File: src/hdl/mux_bus_host_port_consts.vh
// Constants for the multiplexed host bus port
`ifndef MUX_BUS_HOST_PORT_CONSTS_VH
`define MUX_BUS_HOST_PORT_CONSTS_VH
`define HP_DATA_W          16
`define HP_ADDR_W          16
`define HP_SYNC_STAGES     2
`define HP_BIG_ENDIAN_RST  1'b1
`define HP_ENDIAN_BIT      0
`define HP_ENDIAN_BIT_SWAP 8
`define HP_CTL_IDLE        5'h0E
`define HP_CLOCK_MHZ       200
`define HP_ACC_TIME_NS     900
`define HP_ACC_CYCLES      ((`HP_ACC_TIME_NS * `HP_CLOCK_MHZ) / 1000)
`endif

File: src/hdl/mux_bus_host_port.v
// Multiplexed address/data host port with register store for configuration
`include "mux_bus_host_port_consts.vh"
module mux_bus_host_port #(
  parameter WORD_ADDR_W = 6
) (
  input  wire        i_clock,
  input  wire        i_rst,
  input  wire [15:0] i_ad,
  output reg  [15:0] o_ad,
  output wire        o_ad_oe_n,
  input  wire        i_addr_latch,
  input  wire        i_word_select_pin,
  input  wire        i_chip_select_n,
  input  wire        i_read_strobe_n,
  input  wire        i_write_strobe_n,
  output wire        o_cycle_ready_n,
  output wire        o_cycle_ready_oe_n,
  output wire        o_irq_request_n,
  output wire        o_irq_request_oe_n,
  input  wire        i_irq_event,
  output wire        o_big_endian,
  output reg  [15:0] o_cfg_data,
  output reg  [WORD_ADDR_W-1:0] o_cfg_addr,
  output reg         o_cfg_write
);
  localparam DEPTH   = 1 << WORD_ADDR_W;
  localparam S_IDLE  = 4'h1;
  localparam S_READ  = 4'h2;
  localparam S_WRITE = 4'h4;
  localparam S_DONE  = 4'h8;

  wire [15:0] ad_s;
  wire [4:0]  ctl_s;
  // Data is sampled two cycles late, so ready waits for the bus to settle
  pin_sync #(.WIDTH(16), .RST_VAL(16'h0000)) u_ad_sync (
    .i_clock (i_clock),
    .i_rst   (i_rst),
    .i_async (i_ad),
    .o_sync  (ad_s)
  );
  pin_sync #(.WIDTH(5), .RST_VAL(`HP_CTL_IDLE)) u_ctl_sync (
    .i_clock (i_clock),
    .i_rst   (i_rst),
    .i_async ({i_addr_latch, i_chip_select_n, i_read_strobe_n, i_write_strobe_n, i_word_select_pin}),
    .o_sync  (ctl_s)
  );
  wire ale_s = ctl_s[4];
  wire cs_s  = ~ctl_s[3];
  wire rd_s  = ~ctl_s[2];
  wire wr_s  = ~ctl_s[1];
  wire ws_s  = ctl_s[0];

  function [15:0] swap_order;
    input [15:0] w;
    input        big;
    begin
      swap_order = big ? w : {w[7:0], w[15:8]};
    end
  endfunction

  reg [15:0] mem [0:DEPTH-1];
  reg [WORD_ADDR_W-1:0] addr_reg;
  reg [3:0]  state_reg;
  reg        ale_d_reg;
  reg        big_endian_reg;
  reg        irq_reg;
  reg        drive_reg;
  wire [WORD_ADDR_W-1:0] waddr = addr_reg;

  // Word index from the latched bus: bit 0 never takes part in decoding
  function [WORD_ADDR_W-1:0] word_index;
    input [15:0] bus;
    input        bit1;
    begin
      word_index = {bus[WORD_ADDR_W:2], bit1};
    end
  endfunction

  // Word 0 holds the byte-order control
  function is_order_word;
    input [WORD_ADDR_W-1:0] idx;
    begin
      is_order_word = (idx == {WORD_ADDR_W{1'b0}});
    end
  endfunction

  // Address bit 1 comes straight from its own pin, synchronised like the bus
  always @(posedge i_clock) begin
    if (i_rst) begin
      addr_reg  <= {WORD_ADDR_W{1'b0}};
      ale_d_reg <= 1'b0;
    end else begin
      ale_d_reg <= ale_s;
      // Falling latch strobe marks the end of the address phase
      if (ale_d_reg && !ale_s) begin
        addr_reg <= word_index(ad_s, ws_s);
      end
    end
  end

  // Next-state and per-cycle controls of the bus cycle sequencer
  reg  [3:0]  state_next;
  reg         drive_next;
  reg         big_endian_next;
  reg         cfg_write_next;
  reg         read_load;
  // Little-endian hosts present the flag in the upper byte lane
  wire        order_bit = ad_s[`HP_ENDIAN_BIT] | ad_s[`HP_ENDIAN_BIT_SWAP];
  wire [15:0] wr_word   = swap_order(ad_s, big_endian_reg);

  always @* begin
    state_next      = state_reg;
    drive_next      = drive_reg;
    big_endian_next = big_endian_reg;
    cfg_write_next  = 1'b0;
    read_load       = 1'b0;
    case (state_reg)
      S_IDLE: begin
        drive_next = 1'b0;
        if (cs_s && rd_s) begin
          state_next = S_READ;
        end else if (cs_s && wr_s) begin
          state_next = S_WRITE;
        end
      end
      S_READ: begin
        read_load  = 1'b1;
        drive_next = 1'b1;
        state_next = S_DONE;
      end
      S_WRITE: begin
        cfg_write_next = 1'b1;
        // A write to word 0 also lands in the store, swapped by the old byte order, so a write that changes the order reads back byte-swapped
        if (is_order_word(waddr)) begin
          big_endian_next = order_bit;
        end
        state_next = S_DONE;
      end
      S_DONE: begin
        // Hold ready until the host lets go of the strobe
        if (!(cs_s && (rd_s || wr_s))) begin
          state_next = S_IDLE;
          drive_next = 1'b0;
        end
      end
      default: begin
        // Illegal codes fall back to idle with the bus released
        state_next = S_IDLE;
        drive_next = 1'b0;
      end
    endcase
  end

  always @(posedge i_clock) begin
    if (i_rst) begin
      state_reg      <= S_IDLE;
      big_endian_reg <= `HP_BIG_ENDIAN_RST;
      drive_reg      <= 1'b0;
      o_cfg_write    <= 1'b0;
    end else begin
      state_reg      <= state_next;
      big_endian_reg <= big_endian_next;
      drive_reg      <= drive_next;
      o_cfg_write    <= cfg_write_next;
    end
  end

  // Read data is latched once per cycle and holds until the next read
  always @(posedge i_clock) begin
    if (i_rst) begin
      o_ad       <= 16'h0000;
      o_cfg_data <= 16'h0000;
      o_cfg_addr <= {WORD_ADDR_W{1'b0}};
    end else begin
      if (read_load) begin
        o_ad <= swap_order(mem[waddr], big_endian_reg);
      end
      if (cfg_write_next) begin
        o_cfg_data <= wr_word;
        o_cfg_addr <= waddr;
      end
    end
  end

  // Store keeps no reset value: a hard reset must not wipe the loaded coefficients
  always @(posedge i_clock) begin
    if (!i_rst && cfg_write_next) begin
      mem[waddr] <= wr_word;
    end
  end

  always @(posedge i_clock) begin
    if (i_rst) begin
      irq_reg <= 1'b0;
    end else begin
      // Registered so the open-drain pull changes only on clock edges
      irq_reg <= i_irq_event;
    end
  end

  // Bus released unless chip select and read are both still present
  // Raw pins here let the bus go at once; synchronised pins would release it two clocks late
  assign o_ad_oe_n          = ~(drive_reg & ~i_chip_select_n & ~i_read_strobe_n);
  assign o_cycle_ready_n    = ~(state_reg == S_DONE);
  assign o_cycle_ready_oe_n = i_chip_select_n;
  assign o_irq_request_n    = 1'b0;
  assign o_irq_request_oe_n = ~irq_reg;
  assign o_big_endian       = big_endian_reg;
endmodule

File: src/hdl/pin_sync.v
// Two-stage synchroniser for a group of asynchronous pins
module pin_sync #(
  parameter WIDTH = 1,
  parameter [WIDTH-1:0] RST_VAL = {WIDTH{1'b0}}
) (
  input  wire             i_clock,
  input  wire             i_rst,
  input  wire [WIDTH-1:0] i_async,
  output wire [WIDTH-1:0] o_sync
);
  reg [WIDTH-1:0] meta_reg;
  reg [WIDTH-1:0] sync_reg;
  // First stage feeds only the second stage
  always @(posedge i_clock) begin
    if (i_rst) begin
      meta_reg <= RST_VAL;
      sync_reg <= RST_VAL;
    end else begin
      meta_reg <= i_async;
      sync_reg <= meta_reg;
    end
  end
  assign o_sync = sync_reg;
endmodule
File: config.mk
export PLATFORM = sky130hd
export DESIGN_NAME = mux_bus_host_port
export DESIGN_NICKNAME = d
export VERILOG_FILES = /design/src/hdl/mux_bus_host_port.v /design/src/hdl/pin_sync.v
export VERILOG_INCLUDE_DIRS = /design/src /design/src/hdl
export SDC_FILE = /design/constraint.sdc
export NUM_CORES = 1
export LEC_CHECK = 0
export BUFFER_PORTS_ARGS = -buffer_cell sky130_fd_sc_hd__buf_4
export CAP_MARGIN = 20
export CORE_ASPECT_RATIO = 0.7
export CORE_MARGIN = 2
export CORE_UTILIZATION = 55
export CTS_CLUSTER_SIZE = 30
export DETAILED_ROUTE_END_ITERATION = 8
export PLACE_DENSITY = 0.75
export SETUP_SLACK_MARGIN = 0.02
export SYNTH_ARGS = -nofsm -noshare
export SYNTH_HDL_FRONTEND = slang
export SYNTH_SLANG_ARGS = --single-unit
File: constraint.sdc
create_clock -name i_clock -period 7.86 [get_ports i_clock]
set_input_delay 1.572 -clock i_clock [delete_from_list [all_inputs] [get_ports i_clock]]
set_output_delay 1.572 -clock i_clock [all_outputs]
set_load 0.1 [all_outputs]
### Word-level counts from Yosys, hierarchy flattened

Memories as Yosys holds them, arrays and structs flattened. A register that Yosys moved wholly into a read port is not among the register bits.
Index checks and enable logic that the tools add are counted.

| word-level totals | value |
|---|---|
| logic and storage cells | 60 |
| output and inout port bits | 45 |
| bits in writable memories | 1024 |
| input bits | 24 |
| memories | 1 |
| register bits | 95 |

Memories:

| memory | words | bits a word | read ports | clocked after Yosys merged registers in | wr ports | line | RTL |
|---|---|---|---|---|---|---|---|
| mem | 64 | 16 | 1 | 1 | 1 | mux_bus_host_port.v:61 | `reg [15:0] mem [0:DEPTH-1];` |

| operators by class | value |
|---|---|
| reduce and logical (&&, ||, !) cells | 13 |
| bitwise logic cells | 12 |
| eq/ne operators | 6 |
| multiplexer cells | 14 |

Operator list:

| kind | number |
|---|---|
| $mux W16 | 2 |
| $mux W4 | 3 |
| $mux W6 | 2 |
| $pmux W4 S3 | 1 |
| $not A1 Y1 | 9 |
| $logic_not A6 Y1 | 1 |
| $reduce_and A2 Y1 | 3 |
| $logic_and A1 B1 Y1 | 5 |
| $mux W1 | 5 |
| $eq A4 B1 Y1 const B | 1 |
| $eq A4 B2 Y1 const B | 1 |
| $eq A4 B3 Y1 const B | 1 |
| $eq A4 B4 Y1 const B | 1 |
| $ne A3 B3 Y1 const B | 1 |
| $pmux W1 S3 | 1 |
| $and A1 B1 Y1 | 2 |
| $logic_not A1 Y1 | 2 |
| $ne A2 B2 Y1 const B | 1 |
| $reduce_or A2 Y1 | 1 |
| $logic_or A1 B1 Y1 | 1 |
| $or A1 B1 Y1 | 1 |

### Depth between registers and ports, before layout

Gate-level depths: netlist of run 1.

| depth | value |
|---|---|
| depth in word-level cells | 5 |
| gate-level depth with buffers | 11 |
| depth with buffers taken out | 6 |

### Cells and area by module

Synthesis of run 1 repeated with hierarchy kept, for this count alone.

| second synthesis, totals | value |
|---|---|
| cell total of the unflattened synthesis | 2067 |
| area, all modules | 42847.3 µm² |

Modules (own cells, without submodules):

| module | times used | sequential area each (µm²) | cells an instance | area each (µm²) |
|---|---|---|---|---|
| mux_bus_host_port | 1 | 31930.6 | 1980 | 41721.3 |
| pin_sync (u_ad_sync) | 1 | 640.6 | 67 | 863.3 |
| pin_sync (u_ctl_sync) | 1 | 200.2 | 20 | 262.8 |

### Worst setup path after synthesis of run 1

Ideal clock, no wire load.

| timing | value |
|---|---|
| kind | input-to-output |
| start | input i_chip_select_n |
| end | output o_ad_oe_n |
| path buffers | 0 |
| stages | 1 |
| path slack | 3983 ps |
| data arrival time | 2305 ps |
| required time | 6288 ps |
| path through | or3b_2 |

| between the ends | value |
|---|---|
| word-level cells in the longest chain between the ends | 4 |

RTL lines:

| what | line | RTL |
|---|---|---|
| from (decl) | mux_bus_host_port.v:13 | `input wire i_chip_select_n,` |
| $not A1 Y1 | mux_bus_host_port.v:203 | `assign o_ad_oe_n = ~(drive_reg & ~i_chip_select_n & ~i_read_strobe_n);` |
| $and A1 B1 Y1 (2 in series) | mux_bus_host_port.v:203 |  |
| $not A1 Y1 | mux_bus_host_port.v:203 |  |
| to (decl) | mux_bus_host_port.v:10 | `output wire o_ad_oe_n,` |

Every way passes these cells.

### Worst setup path in the final report of run 1

Same ends and word-level chain as after synthesis.

==> key figures, run 1 <==
Routing
  • Routed wire per std cell: 30.51 um
  • # DRC: 0
  • Antenna-violating nets left: 0
  • Iteration-0 DRC Markers: 3842
  • Number of vias after detailed routing: 23340
  • Post-Route WL: about 110000 um
  • Via-per-instance ratio: 6.516
  • First-pass iteration count of the detailed router: 6

Setup path
  • Kind of end point of the critical path: output pin
  • Cell repeated most along the worst path: buf_4
  • Worst R2R Setup Slack: about 4.2 ns
  • Worst setup path startpoint: i_chip_select_n
  • Max stage delay on crit path: between 0.4 and 0.5 ns
  • Crit path max-delay cell type: or3b_2
  • Largest fanout of any net on the critical path: 3
  • Data arrival, critical path: 2.38 ns
  • Buf/Inv on CP: 2
  • Critical path startpoint category: input port
  • Top Family by Delay on Critical Path: simple AND/OR/NAND/NOR gates
  • Chain of cells forming the critical path: buf_4, or3b_2, buf_4
  • Critical Path RT: approximately 6.3 ns
  • Worst setup path class: input port to output pin

GRT
  • GRT Total Usage: 0.2708
  • Maximum number of pins on one net before global-route repair: around 130
  • First-pass GRT wire length: 158100 um
  • Number of antenna violations at the first check in global routing: 5
  • Via count of the first global-routing pass: ~23000
  • Total congestion overflow after global routing: 0

Placed design
  • Total half-perimeter wirelength after legalization and detailed placement: between 60000 and 70000 um
  • Final Wtd Congestion: slightly above 0.9
  • Input/output buffers: between 60 and 70
  • Cell area after placement: 0.04541 mm^2
  • Setup WS pre-CTS: between 3 and 4 ns

Power
  • P_leak: around 15 nW
  • Peak supply drop: ~190 uV
  • Total power: between 10 and 15 mW
  • Power Dens Cells: approximately 240 mW/mm^2

Timing
  • Total count of max-transition violations in the final report: 0
  • Final period demand of the worst path: just under 4 ns
  • Post-route fraction of the period consumed by the critical path: 0.5034
  • Unrepaired setup endpoints after global routing: false
  • Post-Route Skew: ~0.027 ns
  • Final TNS setup: 0 ns
  • Headroom to the max-slew limit: 0.3301
  • Number of endpoints with negative hold slack in the final report: 0
  • Fmax: roughly 250 MHz
  • Tightest Pin Transition: between 1 and 1.5 ns
  • Total of endpoints with negative setup slack in the final report: 0
  • Post-route setup slack: ~3.9 ns

Yosys
  • Post-Synthesis Net Count: 2340
  • EDFF count, synth: 1024
  • Syn. warnings: 0
  • Primary flip-flop cell chosen by synthesis mapping: edfxtp_1
  • Proportion of synthesized flip-flops having asynchronous set or reset: 0
  • Gate Count Post-Synth: about 2300
  • Flip-flop and latch count after synthesis: about 1100
  • Cell area after technology mapping: 0.04354 mm^2
  • Synth unique cells: 64
  • Mean post-synth cell area: 18.80 um^2
  • Portion of the post-synthesis area used by sequential elements: 0.7527

Finish
  • Net count reported at finish: roughly 2500
  • Number of diodes added for antenna fixing: 0
  • Multi-input gate area in the final layout: 0.009903 mm^2
  • Top register by number of flip-flops: mem
  • Number of flip-flops in the largest register: about 1000
  • Storage element area: 0.03279 mm^2
  • Area Growth Syn to Fin: 11.45%
  • Post-Layout Inst Area: slightly below 0.05 mm^2
  • Fraction of final layout cells with drive strength greater than 1: 0.2150
  • Fill cell total of the finished layout: 5406

Clocking
  • Cts repair resizes: 0
  • Post-CTS clock slew at the launch and capture registers of the worst setup and hold paths: 0.07 ns
  • Clock latency at the later pin of the worst-skew pair: roughly 0.67 ns
  • H-tree depth: 3
  • Hold Buf Count CTS: 0
  • Clock tree from TritonCTS: built
  • Post CTS Setup Buffer Count: 0
  • Clock buffers created by TritonCTS: between 90 and 100
  • Buffer levels on the longest clock path: 3
  • Number of clock sinks: 1125
  • CTS Root Buffer Type: clkbuf_16

Floorplanning
  • Standard cell core area: 0.07855 mm^2
  • Die area: just over 0.08 mm^2
  • Starting density of the core: 0.5543
  • # IOs: just under 70
  • Number of cell rows: 86
  • DIE WIDTH: about 340 um
  • DIE HEIGHT: around 240 um

Status
  • Outcome: completed

Min path
  • Hold_sp: u_ctl_sync.meta_reg[2]
  • Min-Delay Path Class: flip-flop to flip-flop

Run
  • MaxCap Viol Count: 0
[worst register-to-register path, cell delays in order (launching register included)]
cell and delay [ns]:
dfxtp_4 0.89, buf_12 0.67, mux4_2 0.59, mux2i_1 0.27, o21ai_0 0.23, o31a_1 0.36, o41ai_2 0.35, a221oi_1 0.17
[cell type report]
cell class | count | area share
clock buffers | 127 | 0.05560
clock inverters | 49 | 0.008406
inverters | 7 | 0.0005415
multi-input cells | 1042 | 0.2041
flip-flops and latches | 1125 | 0.6757
well taps | 1056 | 0.02723
repair buffers | 176 | 0.02842
[layer usage]
layer | track usage | wire, um | up-vias
met3 | 0.08119 | 15000 | 214
met2 | 0.3845 | 47420 | 1593
met1 | 0.4107 | 44030 | 11940
met4 | 0.07262 | 2802 | 6
met5 | 0 | 30 | -
li1 | - | - | 9591
[Yosys cell counts (18+ instances only)]
| master | count | share of area |
|---|---|---|
| dfxtp_1 | 101 | 0.046 |
| o21ai_0 | 25 | 0.0029 |
| nor2b_1 | 53 | 0.0076 |
| mux2_2 | 35 | 0.0091 |
| a21oi_1 | 46 | 0.0053 |
| edfxtp_1 | 1024 | 0.71 |
| nor2_1 | 100 | 0.0086 |
| o211ai_1 | 46 | 0.0079 |
| nand3_1 | 31 | 0.0036 |
| mux2i_1 | 189 | 0.043 |
| buf_2 | 37 | 0.0043 |
| buf_4 | 24 | 0.0041 |
| a22oi_1 | 41 | 0.0071 |
| clkbuf_1 | 55 | 0.0047 |
| o22ai_1 | 18 | 0.0026 |
| nand2_1 | 109 | 0.0094 |
| a221oi_1 | 29 | 0.0058 |
| mux4_2 | 164 | 0.085 |
[power breakdown]
| group | switching, mW | leakage, nW | internal (mW) |
|---|---|---|---|
| registers | 0.00657 | 10.3 | 6.50 |
| logic | 0.132 | 3.44 | 0.0435 |
| clock network | 2.10 | 1.52 | 2.64 |
[worst paths after layout]
check	to	cells after the start
max	o_ad_oe_n	3
min	u_ctl_sync.o_sync[2]	1
max reg2reg	o_ad[6]	7
min reg2reg	u_ctl_sync.o_sync[2]	1
[logic make-up after synthesis]
family | share of synthesized area
simple gates | 0.03931
xor+xnor | 0.0002012
other cells | 0.00008613
mux | 0.1373
compound gates | 0.04954
flops | 0.7527
buf+inv | 0.02081
[cell usage in the layout (no fill, tap or decap), types with 21 or more instances in the layout]
master,n
a21oi_1,46
a22oi_1,41
o211ai_1,46
nand2_1,109
clkbuf_1,21
clkinv_1,24
clkbuf_16,103
a221oi_1,29
mux2_2,33
edfxtp_1,1024
buf_4,170
nor2_1,99
mux2i_1,189
nand3_1,31
dfxtp_1,97
o21ai_0,25
mux4_2,164
nor2b_1,51
[per-stage QoR]
stage | hold WS [ns] | cells | util
floorplan | 0.3895 | 2316 | -
global placement | 0.4059 | 3403 | 0.5778
detailed placement | 0.3997 | 3405 | 0.5781
CTS | 0.4186 | 3581 | 0.6176
global route | 0.4351 | 3582 | 0.6177
finish | 0.4217 | 3582 | 0.6177
(Power assumes the default switching activity.)
==> run 2: changes to the inputs <==
==> constraint.sdc (replaced) <==
create_clock -name i_clock -period 3.86 [get_ports i_clock]
set_input_delay 0.772 -clock i_clock [delete_from_list [all_inputs] [get_ports i_clock]]
set_output_delay 0.772 -clock i_clock [all_outputs]
set_load 0.1 [all_outputs]
==> key figures, run 2 (synthesized netlist as in run 1, its figures left out) <==
Status
  • Outcome: completed

Timing
  • Post-route setup slack: 0.7420 ns (-3.161 ns)
  • Unrepaired setup endpoints after global routing: false
  • Final period demand of the worst path: slightly above 3 ns
  • Tightest Pin Transition: 1.200 ns (+0.1994 ns)
  • Number of endpoints with negative hold slack in the final report: 0 (unchanged)
  • Headroom to the max-slew limit: 0.2002 (-0.1299)
  • Total of endpoints with negative setup slack in the final report: 0 (unchanged)
  • Total count of max-transition violations in the final report: 0 (unchanged)
  • Post-route fraction of the period consumed by the critical path: 0.8078
  • Hold Worst Slack: 0.3033 ns (-0.1185 ns)
  • Fmax: about 320 MHz
  • Final TNS setup: 0 ns (unchanged)
  • Post-Route Skew: 0.02692 ns (-0.0005017 ns)

Finish
  • Net count reported at finish: 2511 (+1.6%)
  • Post-Layout Inst Area: 0.04891 mm^2 (+0.80%)
  • Most used cells in the layout excluding fill and tap cells: 1024 x edfxtp_1, 202 x buf_4, 189 x mux2i_1
  • Fraction of final layout cells with drive strength greater than 1: 0.2279 (+0.01296)
  • Top register by number of flip-flops: mem
  • Leading cell type in the layout, fill and taps excluded: edfxtp_1
  • Number of flip-flops in the largest register: 1024 (unchanged)
  • Area Growth Syn to Fin: 12.34%

Floorplanning
  • Standard cell core area: 0.07855 mm^2 (unchanged)
  • Starting density of the core: 0.5543 (unchanged)
  • # IOs: 69 (unchanged)
  • Die area: 0.08146 mm^2 (unchanged)
  • DIE HEIGHT: 239.4 um (unchanged)
  • Number of cell rows: 86 (unchanged)
  • DIE WIDTH: 340.3 um (unchanged)

GRT
  • First-pass GRT wire length: 158100 um (about the same)
  • Total congestion overflow after global routing: 0 (unchanged)
  • Number of antenna violations at the first check in global routing: 2 (-3)
  • Maximum number of pins on one net before global-route repair: 76 (-42%)
  • GRT Total Usage: 0.2700 (-0.0007895)
  • Via count of the first global-routing pass: 22810 (+0.73%)

Clocking
  • Hold Buf Count CTS: 0 (unchanged)
  • CTS Root Buffer Type: clkbuf_16
  • Clock buffers created by TritonCTS: 100 (+4.2%)
  • Post-CTS clock slew at the launch and capture registers of the worst setup and hold paths: 0.06 ns (about the same)
  • Cts repair resizes: 0 (unchanged)
  • Number of clock sinks: 1125 (unchanged)
  • Buffer levels on the longest clock path: 3 (unchanged)
  • Clock latency at the later pin of the worst-skew pair: 0.67 ns (about the same)
  • Post CTS Setup Buffer Count: 0 (unchanged)
  • H-tree depth: 3 (unchanged)
  • Clock tree from TritonCTS: built

Routing
  • Via-per-instance ratio: 6.461 (-0.84%)
  • Post-Route WL: 109400 um (+0.11%)
  • Number of vias after detailed routing: 23440 (+0.43%)
  • Routed wire per std cell: 30.16 um (-1.2%)
  • # DRC: 0 (unchanged)
  • Antenna-violating nets left: 0 (unchanged)
  • Iteration-0 DRC Markers: 3557 (-7.4%)
  • First-pass iteration count of the detailed router: 6 (unchanged)

Run
  • MaxCap Viol Count: 0 (unchanged)

Setup path
  • Critical Path RT: 4.40 ns (-1.89 ns)
  • Number of cells traversed by the worst register-to-register path: 7 (unchanged)
  • Largest fanout of any net on the critical path: 32 (+29)
  • Critical path startpoint category: flip-flop
  • Critical path capture point: o_ad[7]
  • Kind of end point of the critical path: flip-flop
  • Worst setup path class: flip-flop to flip-flop
  • Data arrival, critical path: 3.66 ns (+1.28 ns)
  • Worst R2R Setup Slack: 0.74 ns (-3.44 ns)
  • Reg2reg end: o_ad[7]

Min path
  • Min-Delay Path Class: input port to flip-flop
  • Hold_sp: i_write_strobe_n

Placed design
  • Setup WS pre-CTS: 0.7626 ns (-3.140 ns)
  • Final Wtd Congestion: 0.9753 (+5.5%)
  • Cell area after placement: 0.04573 mm^2 (+0.71%)
  • Input/output buffers: 67 (unchanged)
  • Total half-perimeter wirelength after legalization and detailed placement: 68350 um (+7.0%)

Power
  • P_leak: 15.52 nW (+1.5%)
  • Peak supply drop: 397.8 uV (+110%)
  • Power Dens Cells: 477.1 mW/mm^2 (+100%)
==> run 2: cell count changes in the layout (fill, tap and decap cells not counted), moves of 2 or more <==
| cell | change |
|---|---|
| buf_12 | +5 |
| buf_4 | +32 |
| buf_6 | -2 |
| clkbuf_16 | +2 |
| clkbuf_8 | -3 |
| clkinv_2 | +9 |
| clkinvlp_4 | +2 |
| inv_16 | +2 |
| inv_6 | -2 |
| mux2_2 | +2 |
| mux2_4 | -2 |
==> run 2: per-stage QoR <==
stage	utilization	instances	power (mW)
floorplan	-	2316	13.71
global placement	0.5822	3441	13.85
detailed placement	0.5822	3441	13.87
CTS	0.6226	3627	23.41
global route	0.6226	3627	23.89
finish	0.6227	3628	23.34
==> run 2: worst max-delay path: stages (launching register included) <==
cell and delay, ns:
dfxtp_4 0.82, buf_4 0.35, mux4_2 0.53, mux2i_1 0.43, mux2i_1 0.26, o32a_1 0.23, o32ai_2 0.20, o211ai_1 0.15
==> run 2: routing by layer <==
layer  track usage  up-vias  wire length, um
met4       0.08063        0             3344
met5             0        -                0
li1              -     9683                -
met3       0.08286      227            15500
met1        0.3985    11960            42980
met2        0.3899     1569            47580
==> run 2: worst min-delay path by stage <==
stage	cells past startpoint	end	slack [ns]
after floorplan	1	u_ctl_sync.o_sync[1]	0.39
after global placement	1	u_ctl_sync.o_sync[3]	0.40
after detailed placement	1	u_ctl_sync.o_sync[2]	0.41
after CTS	2	u_ctl_sync.meta_reg[1]	0.27
after global routing	2	u_ctl_sync.meta_reg[1]	0.28
final	2	u_ctl_sync.meta_reg[1]	0.30
==> run 2: final cells by class <==
class,instances,area [um^2]
inverter,7,26.28
fill,5270,29640
clock buffer,127,2710
timing repair buffer,211,1697
clock inverter,59,467.9
tap,1056,1321
multi-input combinational,1042,9898
sequential,1125,32790
antenna,1,2.502
==> run 2: where the power goes <==
| group | leakage [nW] | switching (mW) | internal (mW) |
|---|---|---|---|
| registers | 10.3 | 0.0161 | 13.2 |
| clock network | 1.56 | 4.34 | 5.38 |
| logic | 3.64 | 0.262 | 0.0938 |
| total | 15.5 | 4.62 | 18.7 |
